==> config.mk <==
export PLATFORM = sky130hd
export DESIGN_NAME = sofu_unit
export DESIGN_NICKNAME = d
export VERILOG_FILES = /design/src/sofu_pkg.sv /design/src/sofu_unit.sv
export VERILOG_INCLUDE_DIRS = /design/src
export SDC_FILE = /design/constraint.sdc
export NUM_CORES = 2
export LEC_CHECK = 0
export ABC_AREA = 1
export BUFFER_PORTS_ARGS = -buffer_cell sky130_fd_sc_hd__clkbuf_2
export CORE_AREA = 2 2 631 633
export CTS_CLUSTER_DIAMETER = 60
export DETAILED_ROUTE_END_ITERATION = 7
export DIE_AREA = 0 0 633 635
export PLACE_DENSITY = 0.45
export SLEW_MARGIN = 20
export SYNTH_ARGS = -nofsm -noshare
export SYNTH_HDL_FRONTEND = slang
export SYNTH_SLANG_ARGS = --single-unit
==> constraint.sdc <==
create_clock -name CLK_IN -period 2.6 [get_ports CLK_IN]
set_input_delay 0.13 -clock CLK_IN [delete_from_list [all_inputs] [get_ports CLK_IN]]
set_output_delay 0.13 -clock CLK_IN [all_outputs]
set_load 0.01 [all_outputs]
==> src/sofu_consts.svh <==
/*
  Constants for the store order, fence and flush unit: opcode codes,
  memory types, line geometry and field positions.
  Assumes inclusion by bare name from the package and the design file.
*/
`ifndef SOFU_CONSTS_SVH
`define SOFU_CONSTS_SVH

// ----------------------------------------
// Line geometry
// ----------------------------------------
`define SOFU_LINE_BYTES     64
`define SOFU_CHUNK_BYTES    16
`define SOFU_HALF_CHUNK_BYTES 8
`define SOFU_LINE_LSB       6
`define SOFU_CHUNK_LSB      4
`define SOFU_CHUNKS         4
`define SOFU_ADDR_W         32
`define SOFU_MSB_OF_BYTE    7

// ----------------------------------------
// Operation codes from the pipeline
// ----------------------------------------
`define SOFU_OP_W           4
`define SOFU_OP_NONE        4'h0
`define SOFU_OP_NT_INT64    4'h1
`define SOFU_OP_NT_INT128   4'h2
`define SOFU_OP_NT_PS       4'h3
`define SOFU_OP_MASK64      4'h4
`define SOFU_OP_MASK128     4'h5
`define SOFU_OP_SLOAD       4'h6
`define SOFU_OP_STORE_FENCE      4'h7
`define SOFU_OP_LOAD_FENCE      4'h8
`define SOFU_OP_MFENCE      4'h9
`define SOFU_OP_FLUSH       4'hA
`define SOFU_OP_PREFETCH    4'hB
`define SOFU_OP_STORE       4'hC
`define SOFU_OP_LOAD        4'hD

// ----------------------------------------
// Memory types
// ----------------------------------------
`define SOFU_MT_WB          2'h0
`define SOFU_MT_WC          2'h1
`define SOFU_MT_UC          2'h2

// ----------------------------------------
// Cache command codes toward the hierarchy
// ----------------------------------------
`define SOFU_CC_NONE        3'h0
`define SOFU_CC_WB_INV      3'h1
`define SOFU_CC_INV         3'h2
`define SOFU_CC_EVICT       3'h3
`define SOFU_CC_PREFETCH    3'h4
`define SOFU_CC_UPDATE      3'h5

`endif

==> src/sofu_pkg.sv <==
/*
  Types of the store order, fence and flush unit.
  Assumes sofu_consts.svh is on the include path.
*/
`include "sofu_consts.svh"

package sofu_pkg;

  // Request from the load/store pipeline
  typedef struct packed {
    logic                       valid;
    logic [`SOFU_OP_W-1:0]      op;
    logic [`SOFU_ADDR_W-1:0]    addr;
    logic [127:0]               data;
    logic [127:0]               mask;
    logic [1:0]                 mtype;
    logic                       perm_ok;
    logic [1:0]                 hint;
  } sofu_req_t;

  // Write toward the system bus
  typedef struct packed {
    logic                       valid;
    logic [`SOFU_ADDR_W-1:0]    addr;
    logic [511:0]               data;
    logic [63:0]                be;
  } sofu_bus_wr_t;

  // Command toward the cache hierarchy
  typedef struct packed {
    logic                       valid;
    logic [2:0]                 cmd;
    logic [`SOFU_ADDR_W-1:0]    addr;
    logic                       broadcast;
    logic                       no_alloc;
  } sofu_cache_cmd_t;

  typedef enum logic [2:0] {
    SOFU_IDLE, SOFU_DRAIN, SOFU_FENCE_WAIT, SOFU_FLUSH_WB, SOFU_FLUSH_INV, SOFU_SLOAD_FETCH
  } sofu_state_t;

  // Whole module state
  typedef struct packed {
    sofu_state_t                st;
    logic                       wcb_valid;
    logic [`SOFU_ADDR_W-1:0]    wcb_line;
    logic [511:0]               wcb_data;
    logic [63:0]                wcb_be;
    logic                       hb_valid;
    logic [`SOFU_ADDR_W-1:0]    hb_line;
    logic [511:0]               hb_data;
    logic [3:0]                 hb_read;
    logic [1:0]                 fence_kind;
    logic [`SOFU_ADDR_W-1:0]    fl_addr;
    logic                       done;
    logic                       fault;
    logic [127:0]               rdata;
    sofu_bus_wr_t               bw;
    sofu_cache_cmd_t            cc;
    logic                       bus_rd;
    logic [`SOFU_ADDR_W-1:0]    bus_rd_addr;
  } sofu_st_t;

endpackage

==> src/sofu_unit.sv <==
/*
  Store order, fence and flush unit: streaming stores with a one-line
  write-combining buffer, streaming load holding buffer, store/load/full
  fences, line flush and prefetch hints.
  Assumes the pipeline holds a request until done or fault pulses, and that
  the cache and bus answer with one-cycle acknowledge/valid pulses.
*/
// Overview of operation
// - Integer streaming stores weakly ordered, never allocate
// - Packed-single store unaligned to 16 bytes faults
// - Masked store writes bytes whose mask top bit set
// - Masked stores may reorder, never allocate
// - Streaming load 16 bytes, nontemporal only for WC
// - WC source fetched whole line into holding buffer
// - Later loads served from held unread chunks
// - Store fence orders older before younger stores
// - Load fence orders older before younger loads
// - Full fence orders all older accesses first
// - Load and store fences mutually unordered
// - Flush invalidates line in all data/instruction caches
// - Flush invalidation broadcast to coherence domain
// - Dirty flushed line written back before invalidate
// - Flush covers one 64-byte line, type ignored
// - Flush allowed everywhere, checked like byte load
// - Flushes unordered except by explicit fences
// - Non-coherent I/O traffic is never snooped
// - WC region data never installed in caches
// - Cached non-WC hit may update in place
// - Evicting hit writes cached copy out itself
// - Four prefetch variants are hints only
// - Same-line streaming stores merged before issue
// - Faulting prefetch dropped silently
`timescale 1ns/1ps
`include "sofu_consts.svh"

module sofu_unit #(
  parameter bit EVICT_ON_HIT = 1'b0          // Select evict policy for streaming-store hits
) (
  // Clock and reset
  input  wire logic                      CLK_IN,
  input  wire logic                      RESET_IN,
  // Pipeline request and answer
  input  wire sofu_pkg::sofu_req_t       REQ_IN,
  output logic                           DONE_OUT,
  output logic                           FAULT_OUT,
  output logic [127:0]                   RDATA_OUT,
  // Ordering and hit status from the rest of the memory pipeline
  input  wire logic                      OLDER_LOADS_PEND_IN,
  input  wire logic                      OLDER_STORES_PEND_IN,
  input  wire logic                      HIT_IN,
  // Bus write side
  output sofu_pkg::sofu_bus_wr_t         BUS_WR_OUT,
  input  wire logic                      BUS_WR_ACK_IN,
  // Bus line read side
  output logic                           BUS_RD_OUT,
  output logic [`SOFU_ADDR_W-1:0]        BUS_RD_ADDR_OUT,
  input  wire logic                      BUS_RD_VALID_IN,
  input  wire logic [511:0]              BUS_RD_DATA_IN,
  // Cache hierarchy command side
  output sofu_pkg::sofu_cache_cmd_t      CACHE_CMD_OUT,
  input  wire logic                      CACHE_ACK_IN,
  input  wire logic                      CACHE_DIRTY_IN
);

  // ----------------------------------------
  // State
  // ----------------------------------------
  sofu_pkg::sofu_st_t r;                      // Registered state
  sofu_pkg::sofu_st_t next_r;                 // Next state

  // ----------------------------------------
  // Request decode
  // ----------------------------------------
  logic                     is_nt;            // Any streaming store
  logic                     is_mask;          // Byte-masked store
  logic [`SOFU_ADDR_W-1:0]  line_of_req;      // Line-aligned address
  logic [1:0]               chunk_of_req;     // 16-byte chunk index
  logic [63:0]              be_new;           // Byte enables in the line
  logic [511:0]             data_new;         // Data placed in the line
  logic [63:0]              lane_be;          // Lane enables before shift
  logic                     misaligned;       // Low address bits set

  assign is_nt = REQ_IN.op inside {`SOFU_OP_NT_INT64, `SOFU_OP_NT_INT128, `SOFU_OP_NT_PS,
                                   `SOFU_OP_MASK64, `SOFU_OP_MASK128};
  assign is_mask = REQ_IN.op inside {`SOFU_OP_MASK64, `SOFU_OP_MASK128};
  assign line_of_req = {REQ_IN.addr[`SOFU_ADDR_W-1:`SOFU_LINE_LSB], {`SOFU_LINE_LSB{1'b0}}};
  assign chunk_of_req = REQ_IN.addr[`SOFU_LINE_LSB-1:`SOFU_CHUNK_LSB];
  assign misaligned = |REQ_IN.addr[`SOFU_CHUNK_LSB-1:0];

  // Per-byte lane enable; masked stores look only at each mask byte's top bit
  genvar gi;
  generate
    for (gi = 0; gi < `SOFU_CHUNK_BYTES; gi++) begin : g_lane
      always_comb begin
        // 64-bit forms own only the low half of the chunk, masked or not
        if ((REQ_IN.op == `SOFU_OP_NT_INT64 || REQ_IN.op == `SOFU_OP_MASK64) &&
            gi >= `SOFU_HALF_CHUNK_BYTES) begin
          lane_be[gi] = 1'b0;
        end else if (is_mask) begin
          lane_be[gi] = REQ_IN.mask[gi*8 + `SOFU_MSB_OF_BYTE];
        end else begin
          lane_be[gi] = 1'b1;
        end
      end
    end
    for (gi = `SOFU_CHUNK_BYTES; gi < `SOFU_LINE_BYTES; gi++) begin : g_hi
      assign lane_be[gi] = 1'b0;
    end
  endgenerate

  // Place the 16-byte store at its offset; 64-bit stores keep their 8-byte-aligned offset
  always_comb begin
    logic [5:0] ofs;
    ofs = {REQ_IN.addr[`SOFU_LINE_LSB-1:3], 3'h0};
    if (REQ_IN.op == `SOFU_OP_NT_INT64 || REQ_IN.op == `SOFU_OP_MASK64) begin
      be_new   = lane_be << ofs;
      data_new = {384'h0, REQ_IN.data} << {ofs, 3'h0};
    end else begin
      be_new   = lane_be << {chunk_of_req, 4'h0};
      data_new = {384'h0, REQ_IN.data} << {chunk_of_req, 7'h0};
    end
  end

  // ----------------------------------------
  // Next-state logic
  // ----------------------------------------
  // One operation is handled at a time; the pipeline holds its request
  // until done or fault, which keeps the sequencer simple at the cost of
  // one outstanding operation.
  always_comb begin
    next_r           = r;
    next_r.done      = 1'b0;
    next_r.fault     = 1'b0;
    next_r.bw.valid  = r.bw.valid & ~BUS_WR_ACK_IN;
    next_r.cc.valid  = r.cc.valid & ~CACHE_ACK_IN;
    next_r.bus_rd    = 1'b0;
    // A store or flush on the held line kills the holding buffer
    if (REQ_IN.valid && r.hb_valid && line_of_req == r.hb_line &&
        (is_nt || REQ_IN.op == `SOFU_OP_STORE || REQ_IN.op == `SOFU_OP_FLUSH)) begin
      next_r.hb_valid = 1'b0;
    end
    unique case (r.st)
      sofu_pkg::SOFU_IDLE: begin
        if (REQ_IN.valid && !r.done && !r.fault) begin
          if (is_nt) begin
            if (REQ_IN.op == `SOFU_OP_NT_PS && misaligned) begin
              next_r.fault = 1'b1;
            end else if (HIT_IN && REQ_IN.mtype != `SOFU_MT_WC && !EVICT_ON_HIT) begin
              // In-place update; later fences do not push it out
              next_r.cc = '{1'b1, `SOFU_CC_UPDATE, REQ_IN.addr, 1'b0, 1'b1};
              next_r.done = 1'b1;
            end else if (r.wcb_valid && r.wcb_line != line_of_req) begin
              next_r.st = sofu_pkg::SOFU_DRAIN;                  // Other line: drain first
            end else begin
              // Merge into the buffer; bytes written later overwrite earlier ones
              next_r.wcb_valid = 1'b1;
              next_r.wcb_line  = line_of_req;
              next_r.wcb_be    = (r.wcb_valid ? r.wcb_be : 64'h0) | be_new;
              for (int b = 0; b < `SOFU_LINE_BYTES; b++) begin
                if (be_new[b]) begin
                  next_r.wcb_data[b*8 +: 8] = data_new[b*8 +: 8];
                end
              end
              if (HIT_IN && EVICT_ON_HIT) begin
                // Cached copy leaves with the streaming store
                next_r.cc = '{1'b1, `SOFU_CC_EVICT, line_of_req, 1'b0, 1'b1};
              end
              next_r.done = 1'b1;
            end
          end else if (REQ_IN.op inside {`SOFU_OP_STORE_FENCE, `SOFU_OP_MFENCE, `SOFU_OP_LOAD_FENCE}) begin
            next_r.fence_kind = REQ_IN.op == `SOFU_OP_STORE_FENCE ? 2'h1 :
                                REQ_IN.op == `SOFU_OP_LOAD_FENCE ? 2'h2 : 2'h3;
            next_r.st = (REQ_IN.op != `SOFU_OP_LOAD_FENCE && r.wcb_valid) ?
                        sofu_pkg::SOFU_DRAIN : sofu_pkg::SOFU_FENCE_WAIT;
          end else if (REQ_IN.op == `SOFU_OP_FLUSH) begin
            if (!REQ_IN.perm_ok) begin
              next_r.fault = 1'b1;
            end else begin
              // No wait on other traffic; memory type not looked at
              next_r.fl_addr = line_of_req;
              next_r.cc = '{1'b1, `SOFU_CC_WB_INV, line_of_req, 1'b1, 1'b0};
              next_r.st = sofu_pkg::SOFU_FLUSH_WB;
            end
          end else if (REQ_IN.op == `SOFU_OP_SLOAD) begin
            if (REQ_IN.mtype != `SOFU_MT_WC) begin
              next_r.st = sofu_pkg::SOFU_FENCE_WAIT;             // ordinary load path
              next_r.fence_kind = 2'h0;
            end else if (r.hb_valid && r.hb_line == line_of_req && !r.hb_read[chunk_of_req] &&
                         next_r.hb_valid) begin
              next_r.rdata = r.hb_data[{chunk_of_req, 7'h0} +: 128];
              next_r.hb_read[chunk_of_req] = 1'b1;
              next_r.done = 1'b1;
            end else begin
              next_r.bus_rd = 1'b1;
              next_r.bus_rd_addr = line_of_req;
              next_r.hb_line = line_of_req;
              next_r.hb_valid = 1'b0;                            // Stale line must not serve meanwhile
              next_r.st = sofu_pkg::SOFU_SLOAD_FETCH;
            end
          end else if (REQ_IN.op == `SOFU_OP_PREFETCH) begin
            // Hint only; a faulting or WC/UC target is dropped silently
            if (REQ_IN.perm_ok && REQ_IN.mtype == `SOFU_MT_WB) begin
              next_r.cc = '{1'b1, `SOFU_CC_PREFETCH, line_of_req, 1'b0, 1'b0};
            end
            next_r.done = 1'b1;
          end else begin
            next_r.done = 1'b1;
          end
        end
      end
      sofu_pkg::SOFU_DRAIN: begin
        // Whole line goes out as one combined write
        if (!r.bw.valid) begin
          next_r.bw = '{1'b1, r.wcb_line, r.wcb_data, r.wcb_be};
          next_r.wcb_valid = 1'b0;
          next_r.wcb_be = 64'h0;
        end else if (BUS_WR_ACK_IN) begin
          next_r.st = (r.fence_kind != 2'h0 && REQ_IN.op != `SOFU_OP_NONE && !is_nt) ?
                      sofu_pkg::SOFU_FENCE_WAIT : sofu_pkg::SOFU_IDLE;
        end
      end
      sofu_pkg::SOFU_FENCE_WAIT: begin
        // Store fence ignores loads, load fence ignores stores
        unique case (r.fence_kind)
          2'h1: if (!OLDER_STORES_PEND_IN) next_r.done = 1'b1;
          2'h2: if (!OLDER_LOADS_PEND_IN) next_r.done = 1'b1;
          2'h3: if (!OLDER_STORES_PEND_IN && !OLDER_LOADS_PEND_IN) next_r.done = 1'b1;
          default: next_r.done = 1'b1;
        endcase
        if (next_r.done) begin
          next_r.st = sofu_pkg::SOFU_IDLE;
          next_r.fence_kind = 2'h0;
        end
      end
      sofu_pkg::SOFU_FLUSH_WB: begin
        // Dirty copy written back first, then the invalidate is broadcast
        if (CACHE_ACK_IN) begin
          if (CACHE_DIRTY_IN) begin
            next_r.bw = '{1'b1, r.fl_addr, 512'h0, 64'h0};       // data from cache
          end
          next_r.st = sofu_pkg::SOFU_FLUSH_INV;
        end
      end
      sofu_pkg::SOFU_FLUSH_INV: begin
        if (!r.bw.valid && !r.cc.valid) begin
          next_r.cc = '{1'b1, `SOFU_CC_INV, r.fl_addr, 1'b1, 1'b0};
        end else if (r.cc.valid && CACHE_ACK_IN) begin
          next_r.done = 1'b1;
          next_r.st = sofu_pkg::SOFU_IDLE;
        end
      end
      sofu_pkg::SOFU_SLOAD_FETCH: begin
        // Line held privately; never installed in a cache
        if (BUS_RD_VALID_IN) begin
          next_r.hb_valid = 1'b1;
          next_r.hb_data  = BUS_RD_DATA_IN;
          next_r.hb_read  = 4'h0;
          next_r.hb_read[chunk_of_req] = 1'b1;
          next_r.rdata = BUS_RD_DATA_IN[{chunk_of_req, 7'h0} +: 128];
          next_r.done = 1'b1;
          next_r.st = sofu_pkg::SOFU_IDLE;
        end
      end
      default: next_r.st = sofu_pkg::SOFU_IDLE;
    endcase
  end

  // ----------------------------------------
  // State register
  // ----------------------------------------
  // Non-coherent I/O traffic never reaches this unit, so no snoop port exists
  always_ff @(posedge CLK_IN) begin
    if (RESET_IN) begin
      r <= '0;
    end else begin
      r <= next_r;
    end
  end

  // ----------------------------------------
  // Outputs
  // ----------------------------------------
  assign DONE_OUT        = r.done;
  assign FAULT_OUT       = r.fault;
  assign RDATA_OUT       = r.rdata;
  assign BUS_WR_OUT      = r.bw;
  assign BUS_RD_OUT      = r.bus_rd;
  assign BUS_RD_ADDR_OUT = r.bus_rd_addr;
  assign CACHE_CMD_OUT   = r.cc;
endmodule // sofu_unit

==> metrics.cfg <==
[global_route]
grtUsageTotal_pct=22.8
grt_pass1_vias=83900
grt_max_degree=160
gr-total-overflow=0
antenna_found_initial=200
grt_pass1_wl_mm=658

[outcome]
violations=antenna violations
outcome=complete, but fails checks

[min_path]
holdPathStages=4
hp-class=primary input to flop

[die]
fp.dieW_um=633
fp.dieH_um=635
fp-row-count=231
io_pins=1629
dieArea_mm2=0.402
coreArea_mm2=0.395
initial_core_util_pct=22.1

[logic_synthesis]
netlist_instances=11800
synth_cell_types=54
async_flop_share_pct=0
syn_avg_cell_area_um2=7.37
seq_area_frac_synth_pct=44.7
synth_seq_cells=1949
yosys_warnings=0
synth-edff-count=0
dominantRegCellSynth=dfxtp_1
synth_area_mm2=0.0873

[clocking]
path_clk_slew_ns=0.06
clock_latency_ns=0.94
cts.path.max_buffers=4
cts.sinks=1949
cts_tree=yes
cts-htree-levels=5
cts-root-buf=clkbuf_16
cts_buffers=271

[sta]
finalCritPeriodShare_pct=97.0
worst_pin_slew_ns=1.24
finalSetupViolCount=0
min_period_ns=2.52
rsz0062_at_grt=yes
max_freq_mhz=397
slew_violations=0
final_hold_viol_count=0
slew_headroom_pct=14.7
skew_ns=0.0538
final.setup.tns_ns=0

[setup_path]
cp-end-kind=flop
crit_buf_inv=4
cp.depth=14
crit_type=flop to flop
crit_path_top_delay_cell=dfxtp_1
rr_startpoint=r[1983]
ff2ff_path_depth=14
crit_chain=inv_1 -> nand2_1 -> nand4_1 -> nor2_2 -> buf_4 -> nand2_1 -> nor2_1 -> nand2_2 -> nand2_8 -> buf_12 -> nand3_4 -> buf_12 -> or2_2 -> a21oi_1
r2r-end=r[1423]
regToRegSetupSlack_ns=0.08
crit_path_end=r[1423]
crit_family=simple AND/OR/NAND/NOR gates
cp.required_ns=3.44
start_kind=flop
crit_arrival_ns=3.36
startpoint=r[1983]
cpPeakStageDelay_ns=0.38
crit_fanout=75

[job]
cap_viol_max_count=0

[power_and_ir_drop]
p_per_area_mw_per_mm2=723
p_leak_nw=47.1
ir_worst_vdd_uv=495
power.total_mw=85.6

[drt]
drt_iter0_markers=6839
routedWlPerCell_um=25.2
vias=87700
routed_wl_mm=483
vias_per_cell=4.58
drtAntennaViolNets=1
drt_first_pass_iters=6
drc=0

[final_layout]
syn_to_final_growth_pct=35.8
drive_above_1_share_pct=19.6
nNetsFinal=14400

[placement]
gp_congestion=1.01
dpl.hpwl_mm=368
io_buffers=1502

==> final cells by class <==
class,instances,area (um^2)
inverter,1074,4090
timing repair buffer,3172,24900
clock buffer,378,7680
tap,5242,6560
antenna,108,270
sequential,1949,39100
fill,43400,276000
clock inverter,84,1230
multi-input combinational,7155,34700
==> metal layers <==
layer | GRT usage (%) | wire length, um | part of all wire (%) | up-vias
met4 | 15.7 | 37700 | 7.8 | 54
met2 | 38.8 | 231000 | 48 | 3233
li1 | - | - | - | 41900
met3 | 4.39 | 29200 | 6.1 | 987
met1 | 25.8 | 184000 | 38 | 41600
met5 | 0 | 326 | 0.068 | -
==> cell usage after synthesis, types with 2 or more instances <==
cell / number / share of area, %
xor2_1: 6 / 0.060
nor3_2: 2 / 0.023
nor3_1: 14 / 0.080
nor2_2: 19 / 0.14
a21oi_2: 7 / 0.070
a221oi_1: 128 / 1.3
nand2_1: 2555 / 11
xnor2_1: 5 / 0.050
o211ai_1: 3 / 0.026
nor2_1: 551 / 2.4
nand3_1: 211 / 1.2
o21ai_0: 752 / 4.3
buf_6: 5 / 0.065
a31oi_1: 4 / 0.029
a21oi_1: 1840 / 11
or2_2: 39 / 0.28
buf_1: 61 / 0.26
o21bai_1: 2 / 0.017
o31ai_1: 2 / 0.017
clkbuf_1: 503 / 2.2
nand4_2: 51 / 0.73
mux2i_1: 64 / 0.73
inv_2: 26 / 0.11
inv_1: 1045 / 4.5
o21ai_1: 328 / 1.9
clkinv_1: 3 / 0.013
buf_8: 6 / 0.10
buf_4: 833 / 7.2
nand2_2: 10 / 0.072
nor2_4: 3 / 0.039
a22oi_1: 308 / 2.7
dfxtp_1: 1949 / 45
buf_2: 254 / 1.5
nand4_1: 27 / 0.19
o22ai_1: 196 / 1.4
==> sequential cells by signal (all words and copies together), names as in the netlist <==
register	flops
BUS_RD_OUT	1
BUS_WR_OUT	603
CACHE_CMD_OUT	38
RDATA_OUT	128
r	1151
DONE_OUT	1
BUS_RD_ADDR_OUT	26
FAULT_OUT	1
==> cell usage in the layout (no fill, tap or decap), types with 19 or more instances in the layout <==
| master | count |
|---|---|
| o22ai_1 | 196 |
| clkbuf_8 | 42 |
| nand4_1 | 27 |
| mux2i_1 | 48 |
| o21ai_0 | 749 |
| nand2_2 | 24 |
| a21oi_1 | 1839 |
| clkbuf_16 | 282 |
| diode_2 | 108 |
| inv_2 | 26 |
| buf_12 | 140 |
| o21ai_1 | 331 |
| dfxtp_1 | 1933 |
| clkbuf_1 | 62 |
| nand2_1 | 2536 |
| or2_2 | 39 |
| nand3_1 | 210 |
| nor2_2 | 25 |
| nand4_2 | 51 |
| dlygate4sd3_1 | 1105 |
| nor2_1 | 543 |
| clkinv_2 | 19 |
| buf_4 | 398 |
| a221oi_1 | 128 |
| a22oi_1 | 307 |
| inv_1 | 1037 |
| clkbuf_2 | 1500 |
==> what timing repair did <==
action	in CTS	in global routing
gates cloned	0	10
pin swaps	1	25
hold buffers	1105	0
endpoints found under the setup margin	36	244
resized for setup	2	72
hold endpoints to repair	1409	0
setup buffers	2	19
==> worst reg2reg max path, cell delays in order (launching register included) <==
cell,delay [ns]
dfxtp_1,0.38
inv_1,0.06
nand2_1,0.05
nand4_1,0.11
nor2_2,0.16
buf_4,0.13
nand2_1,0.05
nor2_1,0.14
nand2_2,0.15
nand2_8,0.13
buf_12,0.16
nand3_4,0.15
buf_12,0.21
or2_2,0.48
a21oi_1,0.11
==> cell families after synthesis <==
logic type / Yosys count / synth area share [%]
and+or+nand+nor: 3492 / 16.2
xor gates and xnor gates: 11 / 0.110
buffers and inverters: 2738 / 15.9
DFF: 1949 / 44.7
muxes: 64 / 0.734
other: 1 / 0.00430
AOI/OAI and AO/OA: 3576 / 22.3
==> worst min-delay path by stage <==
stage                   end           startpoint
floorplan           r[1104]  BUS_RD_DATA_IN[256]
global placement    r[1120]  BUS_RD_DATA_IN[272]
detailed placement  r[1277]  BUS_RD_DATA_IN[429]
CTS                 r[1327]  BUS_RD_DATA_IN[479]
global route        r[1210]  BUS_RD_DATA_IN[362]
finish              r[1011]  BUS_RD_DATA_IN[163]
==> through the flow <==
stage | std cells | area, um^2 | util (%) | hold slack [ns] | setup slack [ns]
floorplan | 11800 | 87300 | - | 0.274 | 0.711
global placement | 17500 | 97600 | 24.7 | 0.380 | -0.703
detailed placement | 17500 | 97600 | 24.7 | 0.383 | -0.549
CTS | 19000 | 118000 | 29.8 | 0.000319 | 0.0181
global route | 19100 | 118000 | 30.0 | 0.0490 | -0.0185
finish | 19200 | 118000 | 30.0 | 0.0929 | 0.0780
==> where the power goes <==
| group | switching, mW | total (mW) | internal, mW |
|---|---|---|---|
| clock network | 15.4 | 37.7 | 22.4 |
| logic | 10.2 | 15.5 | 5.32 |
| registers | 0.951 | 32.3 | 31.4 |
(Power assumes the default switching activity.)
